**config.mk**
```make
export PLATFORM = sky130hd
export DESIGN_NAME = spiwp_ctrl
export DESIGN_NICKNAME = d
export VERILOG_FILES = /design/src/core/spiwp_pkg.sv /design/src/core/spiwp_ctrl.sv
export VERILOG_INCLUDE_DIRS = /design/src /design/src/core
export SDC_FILE = /design/constraint.sdc
export NUM_CORES = 1
export LEC_CHECK = 0
export ABC_AREA = 1
export ABC_CLOCK_PERIOD_IN_PS = 1900
export BUFFER_PORTS_ARGS = -buffer_cell sky130_fd_sc_hd__buf_2
export CORE_UTILIZATION = 35
export CTS_BUF_LIST = sky130_fd_sc_hd__clkbuf_4 sky130_fd_sc_hd__clkbuf_8
export DETAILED_ROUTE_END_ITERATION = 12
export HOLD_SLACK_MARGIN = 0.12
export SLEW_MARGIN = 0
export SYNTH_ARGS = -nofsm -noshare
export SYNTH_HDL_FRONTEND = slang
export SYNTH_SLANG_ARGS = --single-unit
```
**constraint.sdc**
```tcl
create_clock -name clk -period 1.9 [get_ports clk]
set_input_delay 0.38 -clock clk [delete_from_list [all_inputs] [get_ports clk]]
set_output_delay 0.38 -clock clk [all_outputs]
set_load 0.02 [all_outputs]
```
**src/core/spiwp_defines.svh**
```systemverilog
// Purpose: constants of the write-protect command logic
// Assumes: 250 MHz system clock
// Notes:   opcodes, status bit positions, reset values, write time
`ifndef SPIWP_DEFINES_SVH
`define SPIWP_DEFINES_SVH

`define SPIWP_OP_REG_WRITE    8'h01
`define SPIWP_OP_WRITE_UNLOCK 8'h06
`define SPIWP_OP_WRITE_LOCK   8'h04
`define SPIWP_OP_CLEAR_FLAGS  8'h30
`define SPIWP_OP_BANK_ACCESS  8'hB9

`define SPIWP_LEN_CMD         5'h08
`define SPIWP_LEN_ONE_BYTE    5'h10
`define SPIWP_LEN_TWO_BYTES   5'h18
`define SPIWP_CNT_MAX         5'h1F

`define SPIWP_SR_BUSY         0
`define SPIWP_SR_LATCH        1
`define SPIWP_SR_LEVEL_LO     2
`define SPIWP_SR_LEVEL_HI     4
`define SPIWP_SR_ERASE_FAIL   5
`define SPIWP_SR_PROG_FAIL    6
`define SPIWP_SR_LOCK         7
`define SPIWP_CFG_QUAD        1

`define SPIWP_STATUS_RESET    8'h00
`define SPIWP_CFG_RESET       8'h00

`define SPIWP_CLK_MHZ         250
`define SPIWP_WRITE_TIME_NS   1000
`define SPIWP_WRITE_CYCLES \
	((`SPIWP_WRITE_TIME_NS * `SPIWP_CLK_MHZ + 999) / 1000)

`endif

```
**src/core/spiwp_pkg.sv**
```systemverilog
// Purpose: types of the write-protect command logic
// Assumes: nothing
// Notes:   all state of the controller lives in one packed struct
package spiwp_pkg;

	typedef enum logic [0:0] {
		PH_IDLE  = 1'b0,
		PH_WRITE = 1'b1
	} spiwp_phase_t;

	typedef struct packed {
		logic         sck_last;
		logic         cs_n_last;
		logic [4:0]   bit_cnt;
		logic [7:0]   opcode;
		logic [15:0]  data;
		spiwp_phase_t phase;
		logic [15:0]  timer;
		logic [7:0]   pend_status;
		logic [7:0]   pend_cfg;
		logic         pend_cfg_en;
		logic [2:0]   protect_level;
		logic         status_lock;
		logic         write_latch;
		logic         erase_fail;
		logic         program_fail;
		logic [7:0]   cfg;
		logic [1:0]   bank;
		logic         bank_armed;
	} spiwp_state_t;

endpackage

```
**src/core/spiwp_ctrl.sv**
```systemverilog
// Purpose: register-write, write latch and flag clear command logic
// Assumes: SPI mode 0, all pins synchronous to clk, sck far below clk
// Notes:   the self-timed register write lasts a fixed cycle count
`include "spiwp_defines.svh"
`timescale 1ns/1ps
`default_nettype none

module spiwp_ctrl #(
	parameter int WRITE_CYCLES = `SPIWP_WRITE_CYCLES
) (
	input  wire logic       clk,
	input  wire logic       rstn,
	input  wire logic       cs_n,
	input  wire logic       sck,
	input  wire logic       si,
	input  wire logic       write_protect_n,
	input  wire logic       embedded_busy,
	input  wire logic       erase_fail_set,
	input  wire logic       program_fail_set,
	output logic [7:0]      status_reg_one,
	output logic [7:0]      config_reg,
	output logic [1:0]      bank_addr_reg,
	output logic            write_latch,
	output logic            op_in_progress,
	output logic            hw_protected,
	output logic            array_write_allow
);

	spiwp_pkg::spiwp_state_t state_reg;
	spiwp_pkg::spiwp_state_t state_next;

	logic sck_rise;
	logic frame_end;
	logic busy;
	logic hw_locked;
	logic unlock_go;
	logic lock_go;
	logic lock_busy;
	logic clear_go;
	logic bank_go;
	logic len_ok;
	logic reg_go;
	logic write_done;

	function automatic logic cmd_is(
		input logic [7:0] op,
		input logic [4:0] cnt,
		input logic [7:0] code,
		input logic [4:0] len
	);
		cmd_is = (op == code) && (cnt == len);
	endfunction

	assign sck_rise  = sck & ~state_reg.sck_last;
	assign frame_end = cs_n & ~state_reg.cs_n_last;
	assign busy      = (state_reg.phase == spiwp_pkg::PH_WRITE) |
		embedded_busy | state_reg.erase_fail | state_reg.program_fail;
	// pin protection only while the pin is not an io line
	assign hw_locked = state_reg.status_lock & ~write_protect_n &
		~state_reg.cfg[`SPIWP_CFG_QUAD];
	assign unlock_go = frame_end & cmd_is(state_reg.opcode,
		state_reg.bit_cnt, `SPIWP_OP_WRITE_UNLOCK,
		`SPIWP_LEN_CMD);
	assign lock_busy = frame_end & cmd_is(state_reg.opcode,
		state_reg.bit_cnt, `SPIWP_OP_WRITE_LOCK, `SPIWP_LEN_CMD);
	assign lock_go   = lock_busy & ~busy;
	assign clear_go  = frame_end & cmd_is(state_reg.opcode,
		state_reg.bit_cnt, `SPIWP_OP_CLEAR_FLAGS,
		`SPIWP_LEN_CMD);
	assign len_ok    = (state_reg.opcode == `SPIWP_OP_REG_WRITE) &&
		((state_reg.bit_cnt == `SPIWP_LEN_ONE_BYTE) ||
		(state_reg.bit_cnt == `SPIWP_LEN_TWO_BYTES));
	assign bank_go   = frame_end & state_reg.bank_armed & len_ok &
		~busy;
	// quad mode allows only the two-byte form
	assign reg_go    = frame_end & ~state_reg.bank_armed & len_ok &
		state_reg.write_latch & ~hw_locked & ~busy &
		(~state_reg.cfg[`SPIWP_CFG_QUAD] |
		(state_reg.bit_cnt == `SPIWP_LEN_TWO_BYTES));
	assign write_done = (state_reg.phase == spiwp_pkg::PH_WRITE) &&
		(state_reg.timer == 16'h0000);

	always_comb begin
		state_next = state_reg;
		state_next.sck_last  = sck;
		state_next.cs_n_last = cs_n;
		if (~cs_n & state_reg.cs_n_last) begin
			state_next.bit_cnt = 5'h00;
		end else if (~cs_n && sck_rise) begin
			if (state_reg.bit_cnt != `SPIWP_CNT_MAX) begin
				state_next.bit_cnt = state_reg.bit_cnt + 5'h01;
			end
			if (state_reg.bit_cnt < `SPIWP_LEN_CMD) begin
				state_next.opcode = {state_reg.opcode[6:0], si};
			end else if (state_reg.bit_cnt < `SPIWP_LEN_TWO_BYTES) begin
				state_next.data = {state_reg.data[14:0], si};
			end
		end
		// any finished frame other than the bank access command closes bank access
		if (frame_end) begin
			state_next.bank_armed = cmd_is(state_reg.opcode,
				state_reg.bit_cnt, `SPIWP_OP_BANK_ACCESS,
				`SPIWP_LEN_CMD);
		end
		if (bank_go) begin
			if (state_reg.bit_cnt == `SPIWP_LEN_ONE_BYTE) begin
				state_next.bank = state_reg.data[1:0];
			end else begin
				state_next.bank = state_reg.data[9:8];
			end
		end
		if (reg_go) begin
			state_next.phase = spiwp_pkg::PH_WRITE;
			state_next.timer = 16'(WRITE_CYCLES - 1);
			if (state_reg.bit_cnt == `SPIWP_LEN_ONE_BYTE) begin
				state_next.pend_status = state_reg.data[7:0];
				state_next.pend_cfg_en = 1'b0;
			end else begin
				state_next.pend_status = state_reg.data[15:8];
				state_next.pend_cfg    = state_reg.data[7:0];
				state_next.pend_cfg_en = 1'b1;
			end
		end else if (state_reg.phase == spiwp_pkg::PH_WRITE) begin
			if (write_done) begin
				state_next.phase = spiwp_pkg::PH_IDLE;
				state_next.protect_level = state_reg.pend_status[
					`SPIWP_SR_LEVEL_HI:`SPIWP_SR_LEVEL_LO];
				state_next.status_lock =
					state_reg.pend_status[`SPIWP_SR_LOCK];
				if (state_reg.pend_cfg_en) begin
					state_next.cfg = state_reg.pend_cfg;
				end
			end else begin
				state_next.timer = state_reg.timer - 16'h0001;
			end
		end
		// unlock wins over a clear in the same cycle
		if (unlock_go) begin
			state_next.write_latch = 1'b1;
		end else if (lock_go || write_done) begin
			state_next.write_latch = 1'b0;
		end
		// a fail event wins over the flag clear
		if (erase_fail_set) begin
			state_next.erase_fail = 1'b1;
		end else if (clear_go) begin
			state_next.erase_fail = 1'b0;
		end
		if (program_fail_set) begin
			state_next.program_fail = 1'b1;
		end else if (clear_go) begin
			state_next.program_fail = 1'b0;
		end
	end

	always_ff @(posedge clk or negedge rstn) begin
		if (!rstn) begin
			state_reg <= '0;
			state_reg.sck_last <= 1'b0;
			state_reg.cs_n_last <= 1'b1;
			state_reg.cfg <= `SPIWP_CFG_RESET;
			{state_reg.status_lock, state_reg.program_fail,
				state_reg.erase_fail, state_reg.protect_level,
				state_reg.write_latch} <=
				7'(`SPIWP_STATUS_RESET >> 1);
		end else begin
			state_reg <= state_next;
		end
	end

	assign op_in_progress    = busy;
	assign write_latch       = state_reg.write_latch;
	assign hw_protected      = hw_locked;
	assign array_write_allow = state_reg.write_latch;
	assign config_reg        = state_reg.cfg;
	assign bank_addr_reg     = state_reg.bank;
	assign status_reg_one    = {state_reg.status_lock,
		state_reg.program_fail, state_reg.erase_fail,
		state_reg.protect_level, state_reg.write_latch, busy};
endmodule // spiwp_ctrl

`default_nettype wire

```
==> results of run 1 <==
[per-stage QoR]
stage          worst slack, ns  hold slack [ns]  instance area (um^2)  utilization [%]
2_1_floorplan           0.3174          0.08441                  3887                -
3_3_place_gp            0.1225           0.3510                  4086            37.70
3_5_place_dp           0.03720           0.3532                  4086            37.70
4_1_cts                0.01841           0.1382                  4279            39.47
5_1_grt                0.01829           0.1416                  4358            40.20
6_report                0.1584           0.1582                  4358            40.20
[final cells by class]
cell class | instances | area, um^2
Clock buffer | 12 | 152.6
Clock inverter | 3 | 20.02
Fill cell | 1128 | 6482
Inverter | 58 | 217.7
Multi-Input combinational cell | 302 | 1519
Sequential cell | 79 | 1978
Tap cell | 140 | 175.2
Timing Repair Buffer | 45 | 295.3
[metal layers]
| layer | vias up | part of all wire [%] |
|---|---|---|
| li1 | 1516 | - |
| met3 | 12 | 3.2 |
| met4 | 0 | 1.4 |
| met1 | 1413 | 48 |
| met5 | - | 0 |
| met2 | 38 | 47 |
[logic make-up (layout without fill, tap and decap cells)]
family          Yosys count  in the layout  synth area share [%]
flops                    79             79                 50.89
fa+ha+maj                 5              5                 1.609
buf+inv                  88            118                 10.88
simple gates            227            228                 26.55
compound gates           61             61                 8.175
mux                       3              3                0.7725
xor+xnor                  5              5                 1.127
[timing repair]
action,CTS,global route
hold endpoints to repair,31,0
setup buffers,0,5
hold buffers,2,0
resized for setup,0,7
endpoints found under the setup margin,0,17
[worst paths after layout]
check | startpoint | end | slack (ns)
max | state_reg[51] | op_in_progress | 0.16
max in group asynchronous | rstn | bank_addr_reg[0] | 0.80
min | cs_n | state_reg[81] | 0.16
min in group asynchronous | rstn | state_reg[46] | 0.50
min reg2reg | config_reg[6] | config_reg[6] | 0.48
max reg2reg | state_reg[76] | state_reg[43] | 0.18
[Yosys cell counts]
| cell type | instances |
|---|---|
| inv_2 | 1 |
| nand4_2 | 2 |
| nor3_1 | 6 |
| nor2_1 | 42 |
| ha_1 | 5 |
| buf_2 | 5 |
| buf_6 | 1 |
| o21ai_1 | 5 |
| nand4_1 | 8 |
| nand3b_1 | 3 |
| xor2_1 | 3 |
| o21ai_2 | 1 |
| buf_1 | 1 |
| nor2_2 | 4 |
| nand3_4 | 1 |
| dfstp_2 | 1 |
| mux2i_1 | 3 |
| nor2_4 | 5 |
| nand3_1 | 31 |
| nand2_2 | 3 |
| o21bai_1 | 2 |
| o21ai_0 | 42 |
| dfrtp_1 | 78 |
| nor4_1 | 1 |
| xnor2_1 | 2 |
| nand2_1 | 119 |
| nand3_2 | 1 |
| clkbuf_1 | 2 |
| a22oi_1 | 1 |
| nand2_4 | 1 |
| o22ai_1 | 1 |
| a21oi_1 | 9 |
| buf_4 | 21 |
| inv_1 | 57 |
[power breakdown]
group,switching [mW],internal [mW]
clock,0.598,0.530
combinational,0.147,0.0765
sequential,0.0508,1.75
total,0.796,2.36
==> flow_summary_export.csv, run 1 <==
group,metric,value,unit
route,vias_per_cell,4.662,
run_status,status,"finished clean",
placed_design,gp_congestion,0.8176,
route,drt-initial-drc-count,138,
yosys,yosys-top-cells-area,"dfrtp_1 50%, nand2_1 11%, inv_1 5.5%, o21ai_0 5.4%, buf_4 4.1%",
cells_and_area,diodes,0,
timing,max_freq,574.2,MHz
yosys,synth_nets,482,
clock_network,clock_sinks,79,
placed_design,io_buffers,30,
yosys,synth.distinct_cells,34,
timing,setup_tns,0,ns
timing,slew_violations,0,
global_routing,grt.busiest_layer,"met2",
yosys,avgSynthCellArea,8.307,um^2
power_and_ir_drop,p_leak,2.231,nW
critical_path,slowest_delay,0.44,ns
cells_and_area,layout-drive-gt1-share,16.43,%
timing,fin_skew,0.01453,ns
placed_design,post-dp-hpwl,5545,um
floorplanning,core_area,10840,um^2
critical_path,ff2ff_path_depth,10,
critical_path,cp_slowest_cell,"dfrtp_1",
timing,worst_pin_slew,0.4756,ns
critical_path,critPathArrivalTime,1.36,ns
timing,setup_viol,0,
placed_design,placed_cells,616,
clock_network,cts_tree,"yes",
clock_network,clk_path_buf_depth,2,
clock_network,numCtsBuffers,9,
floorplanning,io_pins,31,
floorplanning,dieArea,11530,um^2
global_routing,antenna_found_initial,0,
clock_network,path_clk_slew,0.08,ns
min_path,holdPathStages,1,
floorplanning,initial_core_util,35.86,%
power_and_ir_drop,irDropWorstVdd,255.1,uV
critical_path,worstPathRequired,1.52,ns
yosys,synth_cells,468,
global_routing,grt-ovfl-total,0,
global_routing,met3_usage,4.177,%
critical_path,cp_num_buf_inv,2,
yosys,synth_area,3887,um^2
timing,post-route-min-period,1.742,ns
critical_path,cp_max_fo,5,
yosys,ys_seq_area_share,50.89,%
power_and_ir_drop,power.total,3.151,mW
cells_and_area,syn2layout_area_growth,12.10,%
yosys,yosys_warnings,0,
timing,fin_crit_sh,91.66,%
flow_run,drv_cap,0,
global_routing,met1_usage,19.07,%
cells_and_area,final_cell_mix,"118 x nand2_1, 78 x dfrtp_1, 56 x inv_1",
global_routing,grt_max_degree,49,
global_routing,grt_pass1_wl,13300,um
global_routing,met2_usage,23.69,%
yosys,synth_top_area_share,50.21,%
power_and_ir_drop,powerDensity,723.0,nW/um^2
timing,rsz0062_at_grt,"no",
cells_and_area,num-nets-final,509,
floorplanning,row_count,38,
global_routing,grt_pass1_vias,2839,
critical_path,endpoint_kind,"primary output",
floorplanning,die_x,107.4,um
route,vias,2979,
route,first_pass_iters,4,
timing,hold_viol,0,
route,drc,0,
yosys,ys_seq_elements,79,
critical_path,cp.depth,3,
cells_and_area,mostFrequentLayoutCell,"nand2_1",
timing,max-slew-margin-rel,68.22,%
floorplanning,die_y,107.4,um
clock_network,cts-root-buf,"clkbuf_8",
route,wl,7704,um
critical_path,path_delay_family,"flip-flops",
critical_path,crit_chain,"inv_2, nand4_2, buf_2",
yosys,synth_top_cell_by_area,"dfrtp_1",
cells_and_area,instances_no_fill,639,
critical_path,start_kind,"flip-flop",
route,post_drt_wl_per_cell,12.06,um
route,final_antenna_net_count,0,
min_path,hold_path.class,"input pin to flip-flop",
global_routing,grt_usage,14.83,%
clock_network,cts-htree-levels,3,
clock_network,insertion_delay,0.36,ns
cells_and_area,largest_reg_flops,62,
critical_path,crit_type,"flip-flop to primary output",
(Power assumes the default switching activity.)
==> inputs of run 2 (changes only) <==
--- a/config.mk
+++ b/config.mk
@@ -6,7 +6,6 @@
 export SDC_FILE = /design/constraint.sdc
 export NUM_CORES = 1
 export LEC_CHECK = 0
-export ABC_AREA = 1
 export ABC_CLOCK_PERIOD_IN_PS = 1900
 export BUFFER_PORTS_ARGS = -buffer_cell sky130_fd_sc_hd__buf_2
 export CORE_UTILIZATION = 35
==> flow_summary_export.csv, run 2 <==
group,metric,value,unit
yosys,yosys_warnings,0,
critical_path,endpoint_kind,"flip-flop",
critical_path,crit_type,"flip-flop to flip-flop",
run_status,status,"finished, violations left",
clock_network,cts_tree,"yes",
placed_design,post-dp-hpwl,5139,um
power_and_ir_drop,powerDensity,753.0,nW/um^2
critical_path,cp_max_fo,3,
yosys,synthMostInstantiatedCell,"dfrtp_1",
clock_network,numCtsBuffers,9,
route,vias_per_cell,4.854,
critical_path,start_kind,"flip-flop",
yosys,ys_seq_area_share,54.35,%
cells_and_area,final_cell_mix,"77 x dfrtp_1, 54 x buf_4, 35 x mux2_2",
cells_and_area,layout-drive-gt1-share,46.02,%
placed_design,place_area,4232,um^2
timing,fin_crit_sh,105.3,%
yosys,synth_top_cell_by_area,"dfrtp_1",
clock_network,path_clk_slew,0.08,ns
global_routing,met1_usage,18.13,%
placed_design,dp_slack,-0.1936,ns
cells_and_area,final_area,4683,um^2
global_routing,met2_usage,22.81,%
clock_network,clk_path_buf_depth,2,
clock_network,cts-htree-levels,3,
yosys,yosys-top-cells-area,"dfrtp_1 54%, mux2_2 12%, buf_4 4.1%, xnor2_1 2.6%, nor2_1 2.4%",
clock_network,cts-root-buf,"clkbuf_8",
yosys,synth-main-ff-cell,"dfrtp_1",
floorplanning,io_pins,31,
timing,fin_skew,0.01059,ns
yosys,synth_edf_count,0,
timing,fin_hold_ws,0.1580,ns
timing,max_freq,499.9,MHz
global_routing,grt_pass1_vias,2483,
yosys,synthTopCellsByCount,"78 x dfrtp_1, 39 x mux2_2, 23 x nor2_1",
global_routing,grt_usage,13.91,%
yosys,synth_area,3640,um^2
cells_and_area,instances_no_fill,522,
global_routing,met3_usage,3.571,%
timing,slew_violations,0,
critical_path,worstPathRequired,2.18,ns
global_routing,antenna_found_initial,0,
cells_and_area,post-route-util,47.26,%
floorplanning,core_area,9910,um^2
global_routing,grt_max_degree,39,
route,drc,0,
route,first_pass_iters,4,
route,vias,2534,
yosys,synth_nets,323,
global_routing,grt.busiest_layer,"met2",
run_status,violations,"negative setup slack",
power_and_ir_drop,p_leak,2.183,nW
power_and_ir_drop,irDropWorstVdd,318.8,uV
yosys,synth_cells,309,
clock_network,insertion_delay,0.35,ns
route,wl,7398,um
cells_and_area,num-nets-final,398,
yosys,synth.distinct_cells,42,
route,post_drt_wl_per_cell,14.17,um
min_path,hold_path.class,"input pin to flip-flop",
yosys,avgSynthCellArea,11.78,um^2
timing,rsz0062_at_grt,"yes",
flow_run,drv_cap,0,
timing,hold_viol,0,
timing,setup_viol,16,
timing,worst_pin_slew,0.4689,ns
floorplanning,dieArea,10810,um^2
cells_and_area,largest_reg_flops,62,
floorplanning,die_x,104.0,um
clock_network,clock_sinks,79,
placed_design,gp_congestion,0.8136,
cells_and_area,mostFrequentLayoutCell,"dfrtp_1",
route,final_antenna_net_count,0,
critical_path,critPathArrivalTime,2.28,ns
timing,max-slew-margin-rel,68.45,%
placed_design,io_buffers,30,
cells_and_area,nFillCells,902,
yosys,synth_top_area_share,53.63,%
timing,fin_ws,-0.1005,ns
floorplanning,row_count,36,
yosys,ys_async_sr_fraction,100.0,%
global_routing,grt_pass1_wl,11920,um
placed_design,placed_cells,500,
global_routing,grt-ovfl-total,0,
floorplanning,initial_core_util,36.73,%
cells_and_area,syn2layout_area_growth,28.67,%
floorplanning,die_y,104.0,um
cells_and_area,diodes,0,
yosys,ys_seq_elements,79,
route,drt-initial-drc-count,119,
timing,post-route-min-period,2.000,ns
run 2: metrics by stage:
| step | power (mW) | setup TNS, ns |
|---|---|---|
| final | 3.526 | -0.7951 |
| after global routing | 3.687 | -2.603 |
| after CTS | 3.543 | -1.128 |
| after detailed placement | 2.160 | -2.737 |
| after global placement | 2.150 | -0.9703 |
| after floorplan | 1.940 | -0.7400 |
run 2: path summary, 6_finish.rpt:
path / from / endpoint / slack [ns] / depth (start not counted)
setup / recovery: state_reg[36] / state_reg[48] / -0.10 / 6
hold / removal: sck / state_reg[82] / 0.16 / 1
setup reg to reg: state_reg[36] / state_reg[48] / -0.10 / 6
hold reg to reg: config_reg[2] / config_reg[2] / 0.50 / 1
max in group asynchronous: rstn / state_reg[42] / 0.87 / 3
min in group asynchronous: rstn / state_reg[35] / 0.50 / 2
run 2: logic make-up after synthesis:
kind of cell             Yosys count  share of synthesized area, %
adder cells (fa/ha/maj)            5                         1.719
AO/OA/AOI/OAI                     26                         4.262
multiplexers                      49                         14.95
buffers and inverters             36                         5.844
AND/OR/NAND/NOR                  102                         15.98
XOR/XNOR                          12                         2.888
flip-flops                        79                         54.35
run 2: power by group:
part | switching (mW) | internal, mW
Clock | 0.622 | 0.741
Sequential | 0.0514 | 1.74
Combinational | 0.164 | 0.205
Total | 0.837 | 2.69
run 2: metal layers:
layer	share of wire [%]	vias up
met5	0	-
li1	-	1225
met4	1.2	0
met3	3.4	8
met1	46	1253
met2	49	48
run 2: cell type report:
class / instances / area, um^2 / area share [%]
clock buffers: 9 / 123.9 / 2.645
clock inverters: 7 / 96.34 / 2.057
inverters: 9 / 33.78 / 0.7213
multi-input cells: 194 / 1613 / 34.44
flip-flops and latches: 79 / 1979 / 42.27
well taps: 133 / 166.4 / 3.553
repair buffers: 91 / 670.6 / 14.32
run 2: worst max-delay path, cell delays in order (launching register included):
cell and delay (ns):
dfrtp_1 0.40, buf_4 0.14, buf_4 0.12, or3b_4 0.41, or3_1 0.32, or4_1 0.42
a21oi_2 0.13
run 2: timing repair:
action / 4_1_cts / 5_1_grt
pin swaps: 6 / 6
setup buffers: 1 / 2
resized for setup: 9 / 34
endpoints found under the hold margin: 24 / 0
hold buffers: 1 / 0
cloned: 1 / 1
setup endpoints to repair: 27 / 45
==> inputs of run 3 (changes only) <==
--- a/config.mk
+++ b/config.mk
@@ -12,6 +12,8 @@
 export CTS_BUF_LIST = sky130_fd_sc_hd__clkbuf_4 sky130_fd_sc_hd__clkbuf_8
 export DETAILED_ROUTE_END_ITERATION = 12
 export HOLD_SLACK_MARGIN = 0.12
+export PLACE_DENSITY = 0.51
+export REMOVE_ABC_BUFFERS = 1
 export SLEW_MARGIN = 0
 export SYNTH_ARGS = -nofsm -noshare
 export SYNTH_HDL_FRONTEND = slang
==> flow_summary_export.csv, run 3 (same netlist as run 2, synthesis figures left out) <==
group,metric,value,unit
timing,hold_viol,0,
min_path,hold_path.class,"input pin to flip-flop",
global_routing,grt-ovfl-total,0,
clock_network,path_clk_slew,0.08,ns
floorplanning,die_y,104.0,um
power_and_ir_drop,p_leak,2.161,nW
route,wl,7320,um
placed_design,gp_congestion,0.7429,
timing,post-route-min-period,1.994,ns
cells_and_area,post-route-util,47.29,%
critical_path,start_kind,"flip-flop",
critical_path,cp_max_fo,4,
cells_and_area,largest_reg_flops,62,
cells_and_area,syn2layout_area_growth,28.74,%
cells_and_area,layout-drive-gt1-share,48.84,%
route,final_antenna_net_count,0,
critical_path,endpoint_kind,"flip-flop",
timing,fin_skew,0.01049,ns
floorplanning,die_x,104.0,um
run_status,violations,"negative setup slack",
clock_network,insertion_delay,0.35,ns
timing,fin_crit_sh,105.0,%
route,post_drt_wl_per_cell,14.08,um
placed_design,post-dp-hpwl,5005,um
cells_and_area,final_cell_mix,"77 x dfrtp_1, 50 x buf_4, 37 x mux2_2",
placed_design,dp_slack,-0.1378,ns
route,drc,0,
critical_path,critPathArrivalTime,2.24,ns
global_routing,grt_usage,14.26,%
timing,max-slew-margin-rel,70.69,%
power_and_ir_drop,powerDensity,706.8,nW/um^2
clock_network,numCtsBuffers,9,
global_routing,grt_pass1_wl,12140,um
floorplanning,dieArea,10810,um^2
timing,fin_ws,-0.09410,ns
global_routing,grt_pass1_vias,2471,
route,vias,2459,
floorplanning,io_pins,31,
route,drt-initial-drc-count,52,
critical_path,worstPathRequired,2.14,ns
floorplanning,row_count,36,
timing,worst_pin_slew,0.4397,ns
cells_and_area,diodes,0,
clock_network,cts-htree-levels,3,
clock_network,clk_path_buf_depth,2,
flow_run,drv_cap,0,
timing,max_freq,501.5,MHz
clock_network,cts-root-buf,"clkbuf_8",
global_routing,grt_max_degree,40,
placed_design,io_buffers,30,
route,first_pass_iters,4,
route,vias_per_cell,4.729,
timing,rsz0062_at_grt,"yes",
floorplanning,initial_core_util,36.73,%
clock_network,cts_tree,"yes",
run_status,status,"finished, violations left",
timing,slew_violations,0,
clock_network,clock_sinks,79,
global_routing,antenna_found_initial,0,
power_and_ir_drop,irDropWorstVdd,434.1,uV
timing,setup_viol,15,
cells_and_area,mostFrequentLayoutCell,"dfrtp_1",
cells_and_area,num-nets-final,396,
floorplanning,core_area,9910,um^2
critical_path,crit_type,"flip-flop to flip-flop",
[run 3: area by class of cell]
type                    count  area [um^2]
well taps                 133        166.4
multi-input cells         194         1654
clock buffers              10        137.6
repair buffers             89        663.1
clock inverters             6        51.30
inverters                   9        33.78
flip-flops and latches     79         1979
fillers                   935         5224
[run 3: per-layer routing]
layer / part of all wire, % / vias up / track usage [%]
li1: - / 1212 / -
met1: 46 / 1205 / 17.76
met4: 0.82 / 0 / 3.673
met5: 0 / - / 0
met2: 50 / 38 / 23.67
met3: 3.5 / 4 / 4.825
[run 3: worst paths after layout]
check / from / to / slack (ns) / cells past startpoint
min in group asynchronous: rstn / state_reg[37] / 0.51 / 2
max in group asynchronous: rstn / state_reg[81] / 0.80 / 3
worst min register to register: state_reg[25] / config_reg[6] / 0.51 / 1
worst max-delay path: state_reg[35] / status_reg_one[4] / -0.09 / 7
worst min-delay path: sck / state_reg[82] / 0.15 / 1
worst max register to register: state_reg[35] / status_reg_one[4] / -0.09 / 7
[run 3: per-stage QoR]
stage	area, um^2	power, mW	setup TNS, ns	hold slack (ns)	std cells
4_1_cts	4432	3.352	-0.3904	0.1240	512
5_1_grt	4686	3.485	-3.239	0.1248	520
2_1_floorplan	3461	1.940	-6.481	0.08441	282
3_5_place_dp	4158	2.130	-2.382	0.3607	492
6_report	4686	3.312	-0.6742	0.1469	520
3_3_place_gp	4158	2.126	-1.736	0.3613	492
[run 3: worst max-delay path, cell delays in order (launching register included)]
cell,delay (ns)
dfrtp_1,0.39
inv_2,0.06
ha_1,0.12
or3b_4,0.41
nor3_4,0.14
and4_4,0.30
buf_6,0.14
mux2_2,0.32
[run 3: timing repair]
| item | in CTS | in global routing |
|---|---|---|
| endpoints found under the hold margin | 30 | 0 |
| endpoints found under the setup margin | 31 | 43 |
| gates resized for setup | 13 | 46 |
| pin swaps | 4 | 14 |
| buffers inserted | 3 | 7 |
| hold buffers | 1 | 0 |
| gates cloned | 0 | 1 |
[run 3: report_power, final]
group / internal [mW] / leakage, nW / total (mW) / switching [mW]
clock network: 0.525 / 0.0870 / 1.18 / 0.657
logic: 0.185 / 1.07 / 0.341 / 0.156
registers: 1.74 / 1.01 / 1.79 / 0.0462
